===== src/include/mcoam_consts.svh =====
/*
  Constants for the media converter OAM pin control block: register offsets,
  field positions, reset values and OAM register depth.
  Assumes it is included by bare name from the design files.
*/
`ifndef MCOAM_CONSTS_SVH
`define MCOAM_CONSTS_SVH

// register offsets on the 8-bit register port
`define MCOAM_LOOP_SEL_OFS   8'h0b
`define MCOAM_FLOW_CTL_OFS   8'h12
`define MCOAM_LINK_CTL_OFS   8'h1c
`define MCOAM_OAM_BASE       8'h40
`define MCOAM_OAM_LAST       8'h5f

// port1_link_control fields
`define MCOAM_LC_AUTONEG     7
`define MCOAM_LC_SPEED       6
`define MCOAM_LC_DUPLEX      5
// port1_flow_control field
`define MCOAM_FC_PAUSE       4
// loop select field in register 0x0b
`define MCOAM_LS_HI          3
`define MCOAM_LS_LO          2

// management register 0 fields
`define MCOAM_MII_AUTONEG    12
`define MCOAM_MII_SPEED      13
`define MCOAM_MII_DUPLEX     8

// reset value before the straps are loaded, and OAM register depth
`define MCOAM_REG_RESET      8'h00
`define MCOAM_OAM_DEPTH      32

`endif


===== src/include/mcoam_pkg.sv =====
/*
  Types for the media converter OAM pin control block.
  Assumes nothing beyond a SystemVerilog compiler.
*/
package mcoam_pkg;

  // operating mode from the two mode straps (high, low)
  typedef enum logic [1:0] {
    MCOAM_SWITCH   = 2'h0,
    MCOAM_CENTER   = 2'h1,
    MCOAM_TERM_NMII = 2'h2,
    MCOAM_TERM_MII = 2'h3
  } mcoam_mode_e;

  // loop-back turnaround point
  typedef enum logic [1:0] {
    MCOAM_LP_P1_PHY = 2'h0,
    MCOAM_LP_P2_MAC = 2'h1,
    MCOAM_LP_P2_UTP = 2'h2
  } mcoam_loop_e;

  // indication frame launcher states, one-hot
  typedef enum logic [1:0] {
    MCOAM_IDLE = 2'h1,
    MCOAM_SEND = 2'h2
  } mcoam_state_e;

endpackage


===== src/core/mcoam_oam_regs.sv =====
/*
  Storage for the 32 dedicated OAM converter registers.
  Assumes word-wide writes and a registered read port; index is the
  offset minus the window base.
*/
`include "mcoam_consts.svh"
module mcoam_oam_regs (
  // clock and reset
  input  wire logic       clk,
  input  wire logic       rstn,
  // access port
  input  wire logic       we,
  input  wire logic [4:0] idx,
  input  wire logic [7:0] wdata,
  output logic      [7:0] rdata
);

  logic [7:0] mem_reg [`MCOAM_OAM_DEPTH];

  // write port
  always_ff @(posedge clk) begin
    if (we) begin
      mem_reg[idx] <= wdata;
    end
  end

  // registered read port
  always_ff @(posedge clk) begin
    if (!rstn) begin
      rdata <= `MCOAM_REG_RESET;
    end else begin
      rdata <= mem_reg[idx];
    end
  end

endmodule


===== src/core/mcoam_pin_ctrl.sv =====
/*
  Pin-level control of the OAM sub-layer of a fiber media converter:
  straps, terminal status inputs, indication frame requests, loop-back
  steering, fault LED and port 1 fiber configuration registers.
  Assumes straps and status pins are synchronous to clk and that an
  external OAM encoder takes indication requests over a valid/ready pair.
*/
//
// Behaviour
// - falling power-down input requests indication frame with S0 set
// - power-down input high means normal, low means power down
// - any diagnostic input change requests indication with S3 equal new level
// - fault LED low on far-end fault, partner port down, or loop-back
// - error-drop strap high: drop OAM and errored frames while looping
// - error-drop strap low: drop only OAM frames while looping
// - loop point strap high loops at port 1 PHY, low at port 2 MAC
// - loop point also selectable by two-bit field of register 0x0b
// - terminal mode enables missing-link feature from its strap
// - thirty-two OAM registers at 0x40 to 0x5f
// - fiber full duplex may enable pause frame transmission
// - management register 0 bits 12, 13, 8 and straps share port settings
// - register 0x1c bits 7, 6, 5 hold autoneg, speed, duplex
// - forced pause from strap or register 0x12 bit 4 only
// - mode straps choose switch, center, terminal without MII, terminal with MII
// - S0 one is power down, S3 one is converter broken
`include "mcoam_consts.svh"
module mcoam_pin_ctrl (
  // clock and reset
  input  wire logic       clk,
  input  wire logic       rstn,
  // straps
  input  wire logic       mode_select_high,
  input  wire logic       mode_select_low,
  input  wire logic       loop_error_drop_strap,
  input  wire logic       loop_point_strap,
  input  wire logic       missing_link_strap,
  input  wire logic       port1_media_mux_strap,
  input  wire logic       autoneg_strap,
  input  wire logic       speed_strap,
  input  wire logic       duplex_strap,
  input  wire logic       forced_pause_strap,
  // terminal status pins
  input  wire logic       power_down_detect_n,
  input  wire logic       diag_fail_input,
  input  wire logic       fiber_signal_detect,
  // fault sources
  input  wire logic       far_end_fault,
  input  wire logic       partner_port_down,
  input  wire logic       loop_active,
  // register port
  input  wire logic [7:0] reg_addr,
  input  wire logic       reg_we,
  input  wire logic [7:0] reg_wdata,
  output logic      [7:0] reg_rdata,
  // management register 0 port
  input  wire logic        mii_we,
  input  wire logic [15:0] mii_wdata,
  output logic      [15:0] mii_rdata,
  // indication frame request to the oam encoder
  output logic            ind_valid,
  input  wire logic       ind_ready,
  output logic            ind_s0,
  output logic            ind_s3,
  // loop-back frame filter
  input  wire logic       lb_frame_valid,
  input  wire logic       lb_is_oam,
  input  wire logic       lb_crc_err,
  input  wire logic       lb_undersize,
  input  wire logic       lb_oversize,
  output logic            lb_verdict_valid,
  output logic            lb_drop,
  // configuration outputs
  output logic [1:0]      oper_mode,
  output logic [1:0]      loop_point,
  output logic            missing_link_en,
  output logic            fiber_mode,
  output logic            p1_autoneg_en,
  output logic            p1_speed_100,
  output logic            p1_full_duplex,
  output logic            p1_pause_tx_en,
  output logic            fiber_fault_led_n
);

  logic                   strap_done_reg;
  logic [1:0]             mode_reg;
  logic                   drop_strap_reg;
  logic                   lpt_strap_reg;
  logic                   ml_strap_reg;
  logic                   mux_strap_reg;
  logic [7:0]             loop_sel_reg;
  logic [7:0]             flow_ctl_reg;
  logic [7:0]             link_ctl_reg;
  logic [2:0]             pdd_sync_reg;
  logic [2:0]             diag_sync_reg;
  logic                   pend_pwr_reg;
  logic                   pend_diag_reg;
  mcoam_pkg::mcoam_state_e state_reg;
  logic                   pwr_fall;
  logic                   diag_edge;
  logic                   launch;
  logic                   oam_win;
  logic                   terminal;
  logic [7:0]             oam_rdata;
  logic                   oam_rd_sel_reg;
  logic [7:0]             cfg_rdata_reg;

  // straps are caught on the first edge after reset release
  always_ff @(posedge clk) begin
    if (!rstn) begin
      strap_done_reg <= 1'b0;
      mode_reg       <= 2'h0;
      drop_strap_reg <= 1'b0;
      lpt_strap_reg  <= 1'b0;
      ml_strap_reg   <= 1'b0;
      mux_strap_reg  <= 1'b0;
    end else if (!strap_done_reg) begin
      strap_done_reg <= 1'b1;
      mode_reg       <= {mode_select_high, mode_select_low};
      drop_strap_reg <= loop_error_drop_strap;
      lpt_strap_reg  <= loop_point_strap;
      ml_strap_reg   <= missing_link_strap;
      mux_strap_reg  <= port1_media_mux_strap;
    end
  end

  assign oam_win  = (reg_addr >= `MCOAM_OAM_BASE) && (reg_addr <= `MCOAM_OAM_LAST);
  assign terminal = mode_reg[1];

  // configuration registers; straps load, then software and mii writes share bits
  always_ff @(posedge clk) begin
    if (!rstn) begin
      loop_sel_reg <= `MCOAM_REG_RESET;
      flow_ctl_reg <= `MCOAM_REG_RESET;
      link_ctl_reg <= `MCOAM_REG_RESET;
    end else if (!strap_done_reg) begin
      link_ctl_reg[`MCOAM_LC_AUTONEG] <= autoneg_strap;
      link_ctl_reg[`MCOAM_LC_SPEED]   <= speed_strap;
      link_ctl_reg[`MCOAM_LC_DUPLEX]  <= duplex_strap;
      flow_ctl_reg[`MCOAM_FC_PAUSE]   <= forced_pause_strap;
    end else if (mii_we) begin
      link_ctl_reg[`MCOAM_LC_AUTONEG] <= mii_wdata[`MCOAM_MII_AUTONEG];
      link_ctl_reg[`MCOAM_LC_SPEED]   <= mii_wdata[`MCOAM_MII_SPEED];
      link_ctl_reg[`MCOAM_LC_DUPLEX]  <= mii_wdata[`MCOAM_MII_DUPLEX];
    end else if (reg_we) begin
      case (reg_addr)
        `MCOAM_LOOP_SEL_OFS: loop_sel_reg <= reg_wdata;
        `MCOAM_FLOW_CTL_OFS: flow_ctl_reg <= reg_wdata;
        `MCOAM_LINK_CTL_OFS: link_ctl_reg <= reg_wdata;
        default: ;
      endcase
    end
  end

  // dedicated oam register storage
  mcoam_oam_regs u_oam_regs (
    .clk   (clk),
    .rstn  (rstn),
    .we    (reg_we && oam_win),
    .idx   (reg_addr[4:0]),
    .wdata (reg_wdata),
    .rdata (oam_rdata)
  );

  // read mux; unmapped offsets read zero, the window reads from storage
  always_ff @(posedge clk) begin
    if (!rstn) begin
      cfg_rdata_reg  <= `MCOAM_REG_RESET;
      oam_rd_sel_reg <= 1'b0;
    end else begin
      oam_rd_sel_reg <= oam_win;
      case (reg_addr)
        `MCOAM_LOOP_SEL_OFS: cfg_rdata_reg <= loop_sel_reg;
        `MCOAM_FLOW_CTL_OFS: cfg_rdata_reg <= flow_ctl_reg;
        `MCOAM_LINK_CTL_OFS: cfg_rdata_reg <= link_ctl_reg;
        default:             cfg_rdata_reg <= `MCOAM_REG_RESET;
      endcase
    end
  end

  assign reg_rdata = oam_rd_sel_reg ? oam_rdata : cfg_rdata_reg;

  // management register 0 view of the shared settings
  always_comb begin
    mii_rdata                    = 16'h0000;
    mii_rdata[`MCOAM_MII_AUTONEG] = link_ctl_reg[`MCOAM_LC_AUTONEG];
    mii_rdata[`MCOAM_MII_SPEED]   = link_ctl_reg[`MCOAM_LC_SPEED];
    mii_rdata[`MCOAM_MII_DUPLEX]  = link_ctl_reg[`MCOAM_LC_DUPLEX];
  end

  // two-stage synchronisers plus a history stage for edge detection
  always_ff @(posedge clk) begin
    if (!rstn) begin
      pdd_sync_reg  <= 3'h7;
      diag_sync_reg <= 3'h0;
    end else begin
      pdd_sync_reg  <= {pdd_sync_reg[1:0], power_down_detect_n};
      diag_sync_reg <= {diag_sync_reg[1:0], diag_fail_input};
    end
  end

  assign pwr_fall  = pdd_sync_reg[2] && !pdd_sync_reg[1];
  assign diag_edge = diag_sync_reg[2] != diag_sync_reg[1];
  assign launch    = (state_reg == mcoam_pkg::MCOAM_IDLE) &&
                     (pend_pwr_reg || pend_diag_reg);

  // one pending event per source; a new event wins over the clear
  always_ff @(posedge clk) begin
    if (!rstn) begin
      pend_pwr_reg  <= 1'b0;
      pend_diag_reg <= 1'b0;
    end else begin
      pend_pwr_reg  <= pwr_fall  || (pend_pwr_reg  && !launch);
      pend_diag_reg <= diag_edge || (pend_diag_reg && !launch);
    end
  end

  // indication launcher; status bits frozen while a request is offered
  always_ff @(posedge clk) begin
    if (!rstn) begin
      state_reg <= mcoam_pkg::MCOAM_IDLE;
      ind_s0    <= 1'b0;
      ind_s3    <= 1'b0;
    end else begin
      case (state_reg)
        mcoam_pkg::MCOAM_IDLE: begin
          if (launch) begin
            state_reg <= mcoam_pkg::MCOAM_SEND;
            ind_s0    <= !pdd_sync_reg[1];
            ind_s3    <= diag_sync_reg[1];
          end
        end
        mcoam_pkg::MCOAM_SEND: begin
          if (ind_ready) begin
            state_reg <= mcoam_pkg::MCOAM_IDLE;
          end
        end
        default: state_reg <= mcoam_pkg::MCOAM_IDLE;
      endcase
    end
  end

  assign ind_valid = (state_reg == mcoam_pkg::MCOAM_SEND);

  // loop-back filter verdict, one cycle after the frame summary
  always_ff @(posedge clk) begin
    if (!rstn) begin
      lb_verdict_valid <= 1'b0;
      lb_drop          <= 1'b0;
    end else begin
      lb_verdict_valid <= lb_frame_valid && loop_active;
      if (drop_strap_reg) begin
        lb_drop <= lb_is_oam || lb_crc_err || lb_undersize || lb_oversize;
      end else begin
        lb_drop <= lb_is_oam;
      end
    end
  end

  // turnaround point: field 00 follows the strap, others override it
  always_ff @(posedge clk) begin
    if (!rstn) begin
      loop_point <= mcoam_pkg::MCOAM_LP_P2_MAC;
    end else begin
      case (loop_sel_reg[`MCOAM_LS_HI:`MCOAM_LS_LO])
        2'h1:    loop_point <= mcoam_pkg::MCOAM_LP_P1_PHY;
        2'h2:    loop_point <= mcoam_pkg::MCOAM_LP_P2_MAC;
        2'h3:    loop_point <= mcoam_pkg::MCOAM_LP_P2_UTP;
        default: loop_point <= lpt_strap_reg ? mcoam_pkg::MCOAM_LP_P1_PHY
                                             : mcoam_pkg::MCOAM_LP_P2_MAC;
      endcase
    end
  end

  // mode, fiber configuration and fault indicator
  always_ff @(posedge clk) begin
    if (!rstn) begin
      oper_mode         <= 2'h0;
      missing_link_en   <= 1'b0;
      fiber_mode        <= 1'b0;
      p1_autoneg_en     <= 1'b0;
      p1_speed_100      <= 1'b0;
      p1_full_duplex    <= 1'b0;
      p1_pause_tx_en    <= 1'b0;
      fiber_fault_led_n <= 1'b1;
    end else begin
      oper_mode       <= mode_reg;
      missing_link_en <= terminal && ml_strap_reg;
      fiber_mode      <= fiber_signal_detect && !mux_strap_reg;
      p1_autoneg_en   <= link_ctl_reg[`MCOAM_LC_AUTONEG];
      p1_speed_100    <= link_ctl_reg[`MCOAM_LC_SPEED];
      p1_full_duplex  <= link_ctl_reg[`MCOAM_LC_DUPLEX];
      p1_pause_tx_en  <= link_ctl_reg[`MCOAM_LC_DUPLEX] &&
                         flow_ctl_reg[`MCOAM_FC_PAUSE];
      fiber_fault_led_n <= !(far_end_fault || partner_port_down ||
                             loop_active);
    end
  end

endmodule


===== config.mk =====
export PLATFORM = sky130hd
export DESIGN_NAME = mcoam_pin_ctrl
export DESIGN_NICKNAME = d
export VERILOG_FILES = /design/src/include/mcoam_pkg.sv /design/src/core/mcoam_oam_regs.sv /design/src/core/mcoam_pin_ctrl.sv
export VERILOG_INCLUDE_DIRS = /design/src /design/src/include
export SDC_FILE = /design/constraint.sdc
export NUM_CORES = 1
export LEC_CHECK = 0
export BUFFER_PORTS_ARGS = -buffer_cell sky130_fd_sc_hd__buf_2
export CAP_MARGIN = 15
export CORE_ASPECT_RATIO = 0.6
export CORE_MARGIN = 8
export CORE_UTILIZATION = 53
export CTS_CLUSTER_DIAMETER = 30
export DETAILED_ROUTE_END_ITERATION = 6
export GPL_TIMING_DRIVEN = 0
export PLACE_DENSITY = 0.72
export SYNTH_ARGS = -nofsm -noshare
export SYNTH_HDL_FRONTEND = slang
export SYNTH_SLANG_ARGS = --single-unit

===== constraint.sdc =====
create_clock -name clk -period 2.5 [get_ports clk]
set_input_delay 0 -clock clk [delete_from_list [all_inputs] [get_ports clk]]
set_output_delay 0 -clock clk [all_outputs]
set_load 0.02 [all_outputs]

==> results of run 1 <==
-- cells by family after synthesis --
kind of cell | share of synthesized area
buffers and inverters | 0.02869
xor gates and xnor gates | 0.0006763
muxes | 0.1459
and+or+nand+nor | 0.07872
other | 0.0002895
AOI/OAI and AO/OA | 0.03941
DFF | 0.7063
-- power breakdown --
group | internal [mW] | switching [mW] | leakage (nW)
clock | 3.15 | 2.19 | 0.590
combinational | 0.267 | 0.414 | 1.88
sequential | 5.93 | 0.0219 | 2.90
-- placed cells by master (no fill, tap or decap), types with 3 or more instances in the layout --
master	count
a211o_1	9
a21boi_0	3
a21oi_1	11
a221oi_1	7
a22o_1	6
a22oi_1	6
and2_1	9
and3_1	13
buf_1	7
buf_2	87
buf_4	21
bufinv_16	3
clkbuf_1	26
clkbuf_16	38
clkinv_2	7
clkinv_4	4
clkinvlp_4	4
conb_1	13
dfxtp_1	73
dlygate4sd3_1	25
edfxtp_1	256
inv_1	11
inv_4	3
mux2_2	25
mux2i_1	46
mux4_2	51
nand2_1	23
nand2b_1	11
nand3_1	9
nand4_1	3
nor2_1	30
nor2b_1	36
nor3_1	22
nor3b_1	10
nor4b_1	3
o211ai_1	3
o21ai_0	10
o221ai_1	6
or2_2	3
-- synthesized netlist by cell type (all sizes together) (6+ instances only) --
cell | instances | area [um2]
a22oi | 6 | 45.04
a211o | 9 | 78.83
nand3 | 9 | 45.04
clkbuf | 25 | 93.84
nand2 | 23 | 86.33
mux4 | 51 | 1149
o21ai | 10 | 50.05
a21oi | 11 | 55.05
and3 | 13 | 81.33
nor2 | 30 | 112.6
edfxtp | 256 | 7687
mux2i | 46 | 460.4
nand2b | 11 | 68.82
mux2 | 25 | 281.5
a221oi | 7 | 61.31
a22o | 6 | 52.55
nor3b | 10 | 75.07
inv | 11 | 41.29
dfxtp | 73 | 1461
o221ai | 6 | 52.55
buf | 37 | 236.5
nor2b | 36 | 225.2
and2 | 9 | 56.30
nor3 | 22 | 110.1
-- layout make-up --
class,count,area [um2]
sequential,329,9149
fill,1751,8847
multi-input combinational,388,3478
clock buffer,40,968.4
timing repair buffer,105,655.6
tap,322,402.9
buffer,62,330.3
clock inverter,24,237.7
inverter,11,41.29
antenna,1,2.502
-- worst reg2reg max path: cells and delay by family, from the launching register on --
| family | cells | cell delay (ns) |
|---|---|---|
| buffers and inverters | 1 | 0.54 |
| and+or+nand+nor | 1 | 0.15 |
| DFF | 1 | 0.49 |
| AOI/OAI and AO/OA | 3 | 0.75 |
-- worst min-delay path by stage --
stage / from / endpoint / slack, ns / depth (start not counted)
2_1_floorplan: rstn / strap_done_reg / 0.03 / 0
3_3_place_gp: rstn / strap_done_reg / 0.14 / 1
3_5_place_dp: rstn / strap_done_reg / 0.15 / 1
4_1_cts: reg_addr[7] / cfg_rdata_reg[4] / 0.03 / 4
5_1_grt: reg_wdata[7] / u_oam_regs.mem_reg[5][7] / 0.04 / 1
6_report: reg_wdata[7] / u_oam_regs.mem_reg[7][7] / 0.05 / 1
-- routing by layer --
layer | vias up | wire (um)
li1 | 3308 | -
met1 | 3889 | 14370
met5 | - | 0
met4 | 0 | 364
met3 | 45 | 3382
met2 | 376 | 13760
-- metrics by stage --
stage	worst slack, ns	instance area (um2)	hold WS [ns]
6_report	0.1330	15270	0.04921
3_3_place_gp	-0.7303	13740	0.1364
5_1_grt	0.05695	15260	0.04303
2_1_floorplan	0.2986	13000	0.02772
4_1_cts	0.1621	15260	0.02591
3_5_place_dp	-0.3684	13810	0.1477
==> impl_metrics.toml, run 1 <==
[status]
status = "finished, violations left"
violations = "design-rule violations"

[sta]
min_period_ns = 2.367
worst_slew_pin_slew_ns = 1.104
fin_tns_setup_ns = 0
hold_violations = 0
maxSlewHeadroom = 0.2584
timing.final.crit_share = 0.9468
skew_ns = 0.009315
rsz0062_at_grt = "false"
setup_viol_count_final = 0
fmax_mhz = 422.5
finalMaxSlewViolations = 0

[critical_path]
startpoint = "reg_addr[6]"
cpLargestDelayFamily = "buffers and inverters"
crit_path_max_fanout = 6
max_stage_delay_ns = 0.69
crit_buf_inv = 3
crit_path_end = "link_ctl_reg[5]"
cp.depth = 7
crit_chain = "dlygate4sd3_1 -> buf_2 -> nor4b_1 -> a31oi_1 -> a211o_1 -> dlygate4sd3_1 -> a21boi_0"
critPathSlowestCell = "nor4b_1"
r2r_cells = 5
r2r_end = "link_ctl_reg[5]"
cp_common_cell = "dlygate4sd3_1"
critPathCaptureType = "register"
required_ns = 2.94
r2r-start = "strap_done_reg"
rrSetupSlack_ns = 0.46
worstSetupPathType = "primary input to register"
critPathArrivalTime_ns = 2.80
start_kind = "primary input"

[clock_network]
cts_setup_buffers = 0
cts-hold-fix-buffers = 25
cts_made_buffers = 37
cts-root-buf = "clkbuf_16"
clk_pin_slew_ns = 0.06
cts_htree_levels = 2
cts_resized = 0
max-clock-path-buffers = 3
cts.sinks = 329
clk_latency_ns = 0.51
cts_tree = "done"

[yosys]
synth_seq_cells = 329
synthCells = 778
synth-main-ff-cell = "edfxtp_1"
avgSynthCellArea_um2 = 16.65
synthArstFlopShare = 0
synth_edf_count = 256
synth_seq_area_share = 0.7063
syn-cell-area_mm2 = 0.01295
yosys_warnings = 0
yosysUniqueCellTypes = 48

[floorplanning]
ios = 98
dieArea_mm2 = 0.02986
fp.coreArea_mm2 = 0.02411
die_y_um = 137.1
num_rows = 44
initial_utilization = 0.5372
die_w_um = 217.8

[finish]
syn2layout_area_growth_pct = 17.85
fin_util = 0.6331
largest_register_ffs = 256
final_nets = 992
drive_above_1_share = 0.2659
final_cells = 1282

[global_routing]
grt_pass1_wl_um = 47320
grt_use_met3 = 0.06534
busiest_layer = "met1"
met1_usage = 0.3230
grt_max_degree = 36
grt_overflow_total = 0
antenna_found_initial = 2
gr-usage-met2 = 0.2981
track_usage = 0.2123
grt_pass1_vias = 7504

[route]
dr.pass1.iters = 7
drc = 5
viasPerCell = 5.942
wirelength_um = 31870
ant_nets = 0
wl_per_cell_um = 24.86
drt_iter0_drc = 914
vias = 7618

[power_and_ir_drop]
p_leak_nw = 5.372
p_per_area_mw_per_mm2 = 784.4
peakVddDrop_mv = 0.6909
p_total_mw = 11.97

[min_path]
hold_path_class = "primary input to register"

[place]
placement.io_buffers = 68
place.gp.congestion = 0.8458
dpl.hpwl_um = 20850
dpl.cell_count = 1192

[job]
cap_violations = 0
Note: power is estimated with default switching activity, not from simulation.
==> run 2, diff against run 1 <==
- ABC_AREA: default -> 1
- GPL_ROUTABILITY_DRIVEN: default -> 0
==> run 2 against run 1 <==
Against the previous run: the flow now finishes without violations; routed wire length rose by 15%; maximum frequency rose by 1.5%; register-to-register slack improved by 0.08 ns; largest power group unchanged; utilization is 0.48 points higher; non-clock buffer count shrank 1; critical endpoint is now u_oam_regs.mem_reg[15][1]; flip-flop and latch count stayed put; design area up 0.99%; highest routed layer is now met5; clock power grew 5.4%.
==> impl_metrics.toml, run 2 <==
[place]
placement.io_buffers = 70
dpl.hpwl_um = 24320

[route]
viasPerCell = 5.552
ant_nets = 0
wl_per_cell_um = 21.42
drc = 0
wirelength_um = 36500
vias = 9461
dr.pass1.iters = 6
drt_iter0_drc = 1371

[power_and_ir_drop]
p_per_area_mw_per_mm2 = 801.9
p_leak_nw = 6.073
peakVddDrop_mv = 0.7018

[yosys]
synth-main-ff-cell = "edfxtp_1"
synth_seq_area_share = 0.7031
synth_area_leaders = "edfxtp_1 (59%), nand2_1 (13%), dfxtp_1 (11%)"
yosysUniqueCellTypes = 35
synthArstFlopShare = 0
synth_area_leader_cell = "edfxtp_1"
yosys_warnings = 0
avgSynthCellArea_um2 = 10.90
synth_edf_count = 256
synth_top_cell_area_share = 0.5908
syn-cell-area_mm2 = 0.01301
synthCells = 1194
ys_top_cells_by_count = "nand2_1 (446), edfxtp_1 (256), nor2_1 (114)"
yosysMostFrequentCell = "nand2_1"
synth_seq_cells = 329

[global_routing]
grt_overflow_total = 0
antenna_found_initial = 1
grt_pass1_wl_um = 53190
grt_pass1_vias = 8773
track_usage = 0.2403
grt_max_degree = 36

[critical_path]
worstSetupPathType = "primary input to register"
crit_path_end = "u_oam_regs.mem_reg[15][1]"
start_kind = "primary input"
critPathCaptureType = "register"
critPathArrivalTime_ns = 2.48
required_ns = 2.65
crit_path_max_fanout = 8
r2r_end = "link_ctl_reg[6]"
r2r_cells = 8
r2r-start = "strap_done_reg"
startpoint = "reg_we"
rrSetupSlack_ns = 0.54

[clock_network]
cts_tree = "done"
clk_pin_slew_ns = 0.06
clk_latency_ns = 0.53
max-clock-path-buffers = 3
cts.sinks = 329
cts_made_buffers = 40
cts-root-buf = "clkbuf_16"
cts_htree_levels = 2

[min_path]
min-delay-start = "reg_wdata[0]"
hold_path_class = "primary input to register"

[job]
cap_violations = 0

[sta]
rsz0062_at_grt = "false"
hold_slack_ns = 0.07231
timing.final.crit_share = 0.9325
fmax_mhz = 429.0
skew_ns = 0.01376
setup_viol_count_final = 0
hold_violations = 0
finalMaxSlewViolations = 0
min_period_ns = 2.331
worst_slew_pin_slew_ns = 1.040
maxSlewHeadroom = 0.3044

[floorplanning]
die_w_um = 218.3
fp.coreArea_mm2 = 0.02417
dieArea_mm2 = 0.02999
num_rows = 44
initial_utilization = 0.5384
ios = 98
die_y_um = 137.4

[finish]
drive_above_1_share = 0.1552
final_cell_mix = "nand2_1 (446), edfxtp_1 (256), nor2_1 (114)"
largest_register_ffs = 256
syn2layout_area_growth_pct = 18.48
fin_util = 0.6379
final_common_cell = "nand2_1"
final_nets = 1409

[status]
status = "finished, final reports clean"
-- run 2: through the flow --
step                cell area (um2)  cells  setup TNS, ns  worst slack [ns]  total power, mW
floorplan                     13060   1206              0            0.7274            6.456
global placement              13810   1598         -7.898           -0.3595            6.769
detailed placement            13840   1602              0           0.03219            6.781
CTS                           15400   1700              0           0.09332            12.36
global route                  15410   1702              0           0.04278            12.68
finish                        15420   1704              0            0.1687            12.36
-- run 2: worst min path at each step --
stage,cells after the start,slack [ns],to
2_1_floorplan,0,0.03,strap_done_reg
3_3_place_gp,1,0.11,strap_done_reg
3_5_place_dp,1,0.11,strap_done_reg
4_1_cts,1,0.04,u_oam_regs.mem_reg[5][5]
5_1_grt,1,0.07,u_oam_regs.mem_reg[11][5]
6_report,1,0.07,u_oam_regs.mem_reg[20][0]
-- run 2: area by class of cell --
class / instances / area, um2
Fill cell: 1843 / 8751
Multi-Input combinational cell: 761 / 3303
Buffer: 63 / 409.1
Clock buffer: 46 / 1056
Antenna cell: 3 / 7.507
Inverter: 53 / 201.4
Sequential cell: 329 / 9149
Clock inverter: 24 / 232.7
Tap cell: 322 / 402.9
Timing Repair Buffer: 103 / 655.6
-- run 2: report_power, final --
part / internal, mW / switching, mW
clock: 3.30 / 2.33
combinational: 0.227 / 0.546
sequential: 5.94 / 0.0247
-- run 2: logic make-up after synthesis --
kind of cell              Yosys count  synth area share
muxes                               8          0.006923
buffers and inverters             116           0.04692
AOI/OAI and AO/OA                  89           0.03856
and+or+nand+nor                   650            0.2036
DFF                               329            0.7031
xor gates and xnor gates            1         0.0006732
other                               1         0.0002882
-- run 2: per-layer routing --
layer	track usage	vias up	share of wire
met5	0.004992	-	0.0012
met4	0.07807	2	0.026
met3	0.08531	82	0.14
met2	0.3152	593	0.39
met1	0.3616	4469	0.44
li1	-	4315	-
-- run 2: repair_timing --
item	CTS	global route
hold buffers	28	0
endpoints found under the hold margin	33	0
resized for setup	0	0
setup buffers	0	0
-- run 2: critical path, cell delays in order --
cell           delay (ns)
dlygate4sd3_1        0.53
buf_2                0.12
inv_1                0.12
nor3_1               0.32
inv_1                0.18
nor2_1               0.29
nand2_1              0.19
nor2_1               0.72
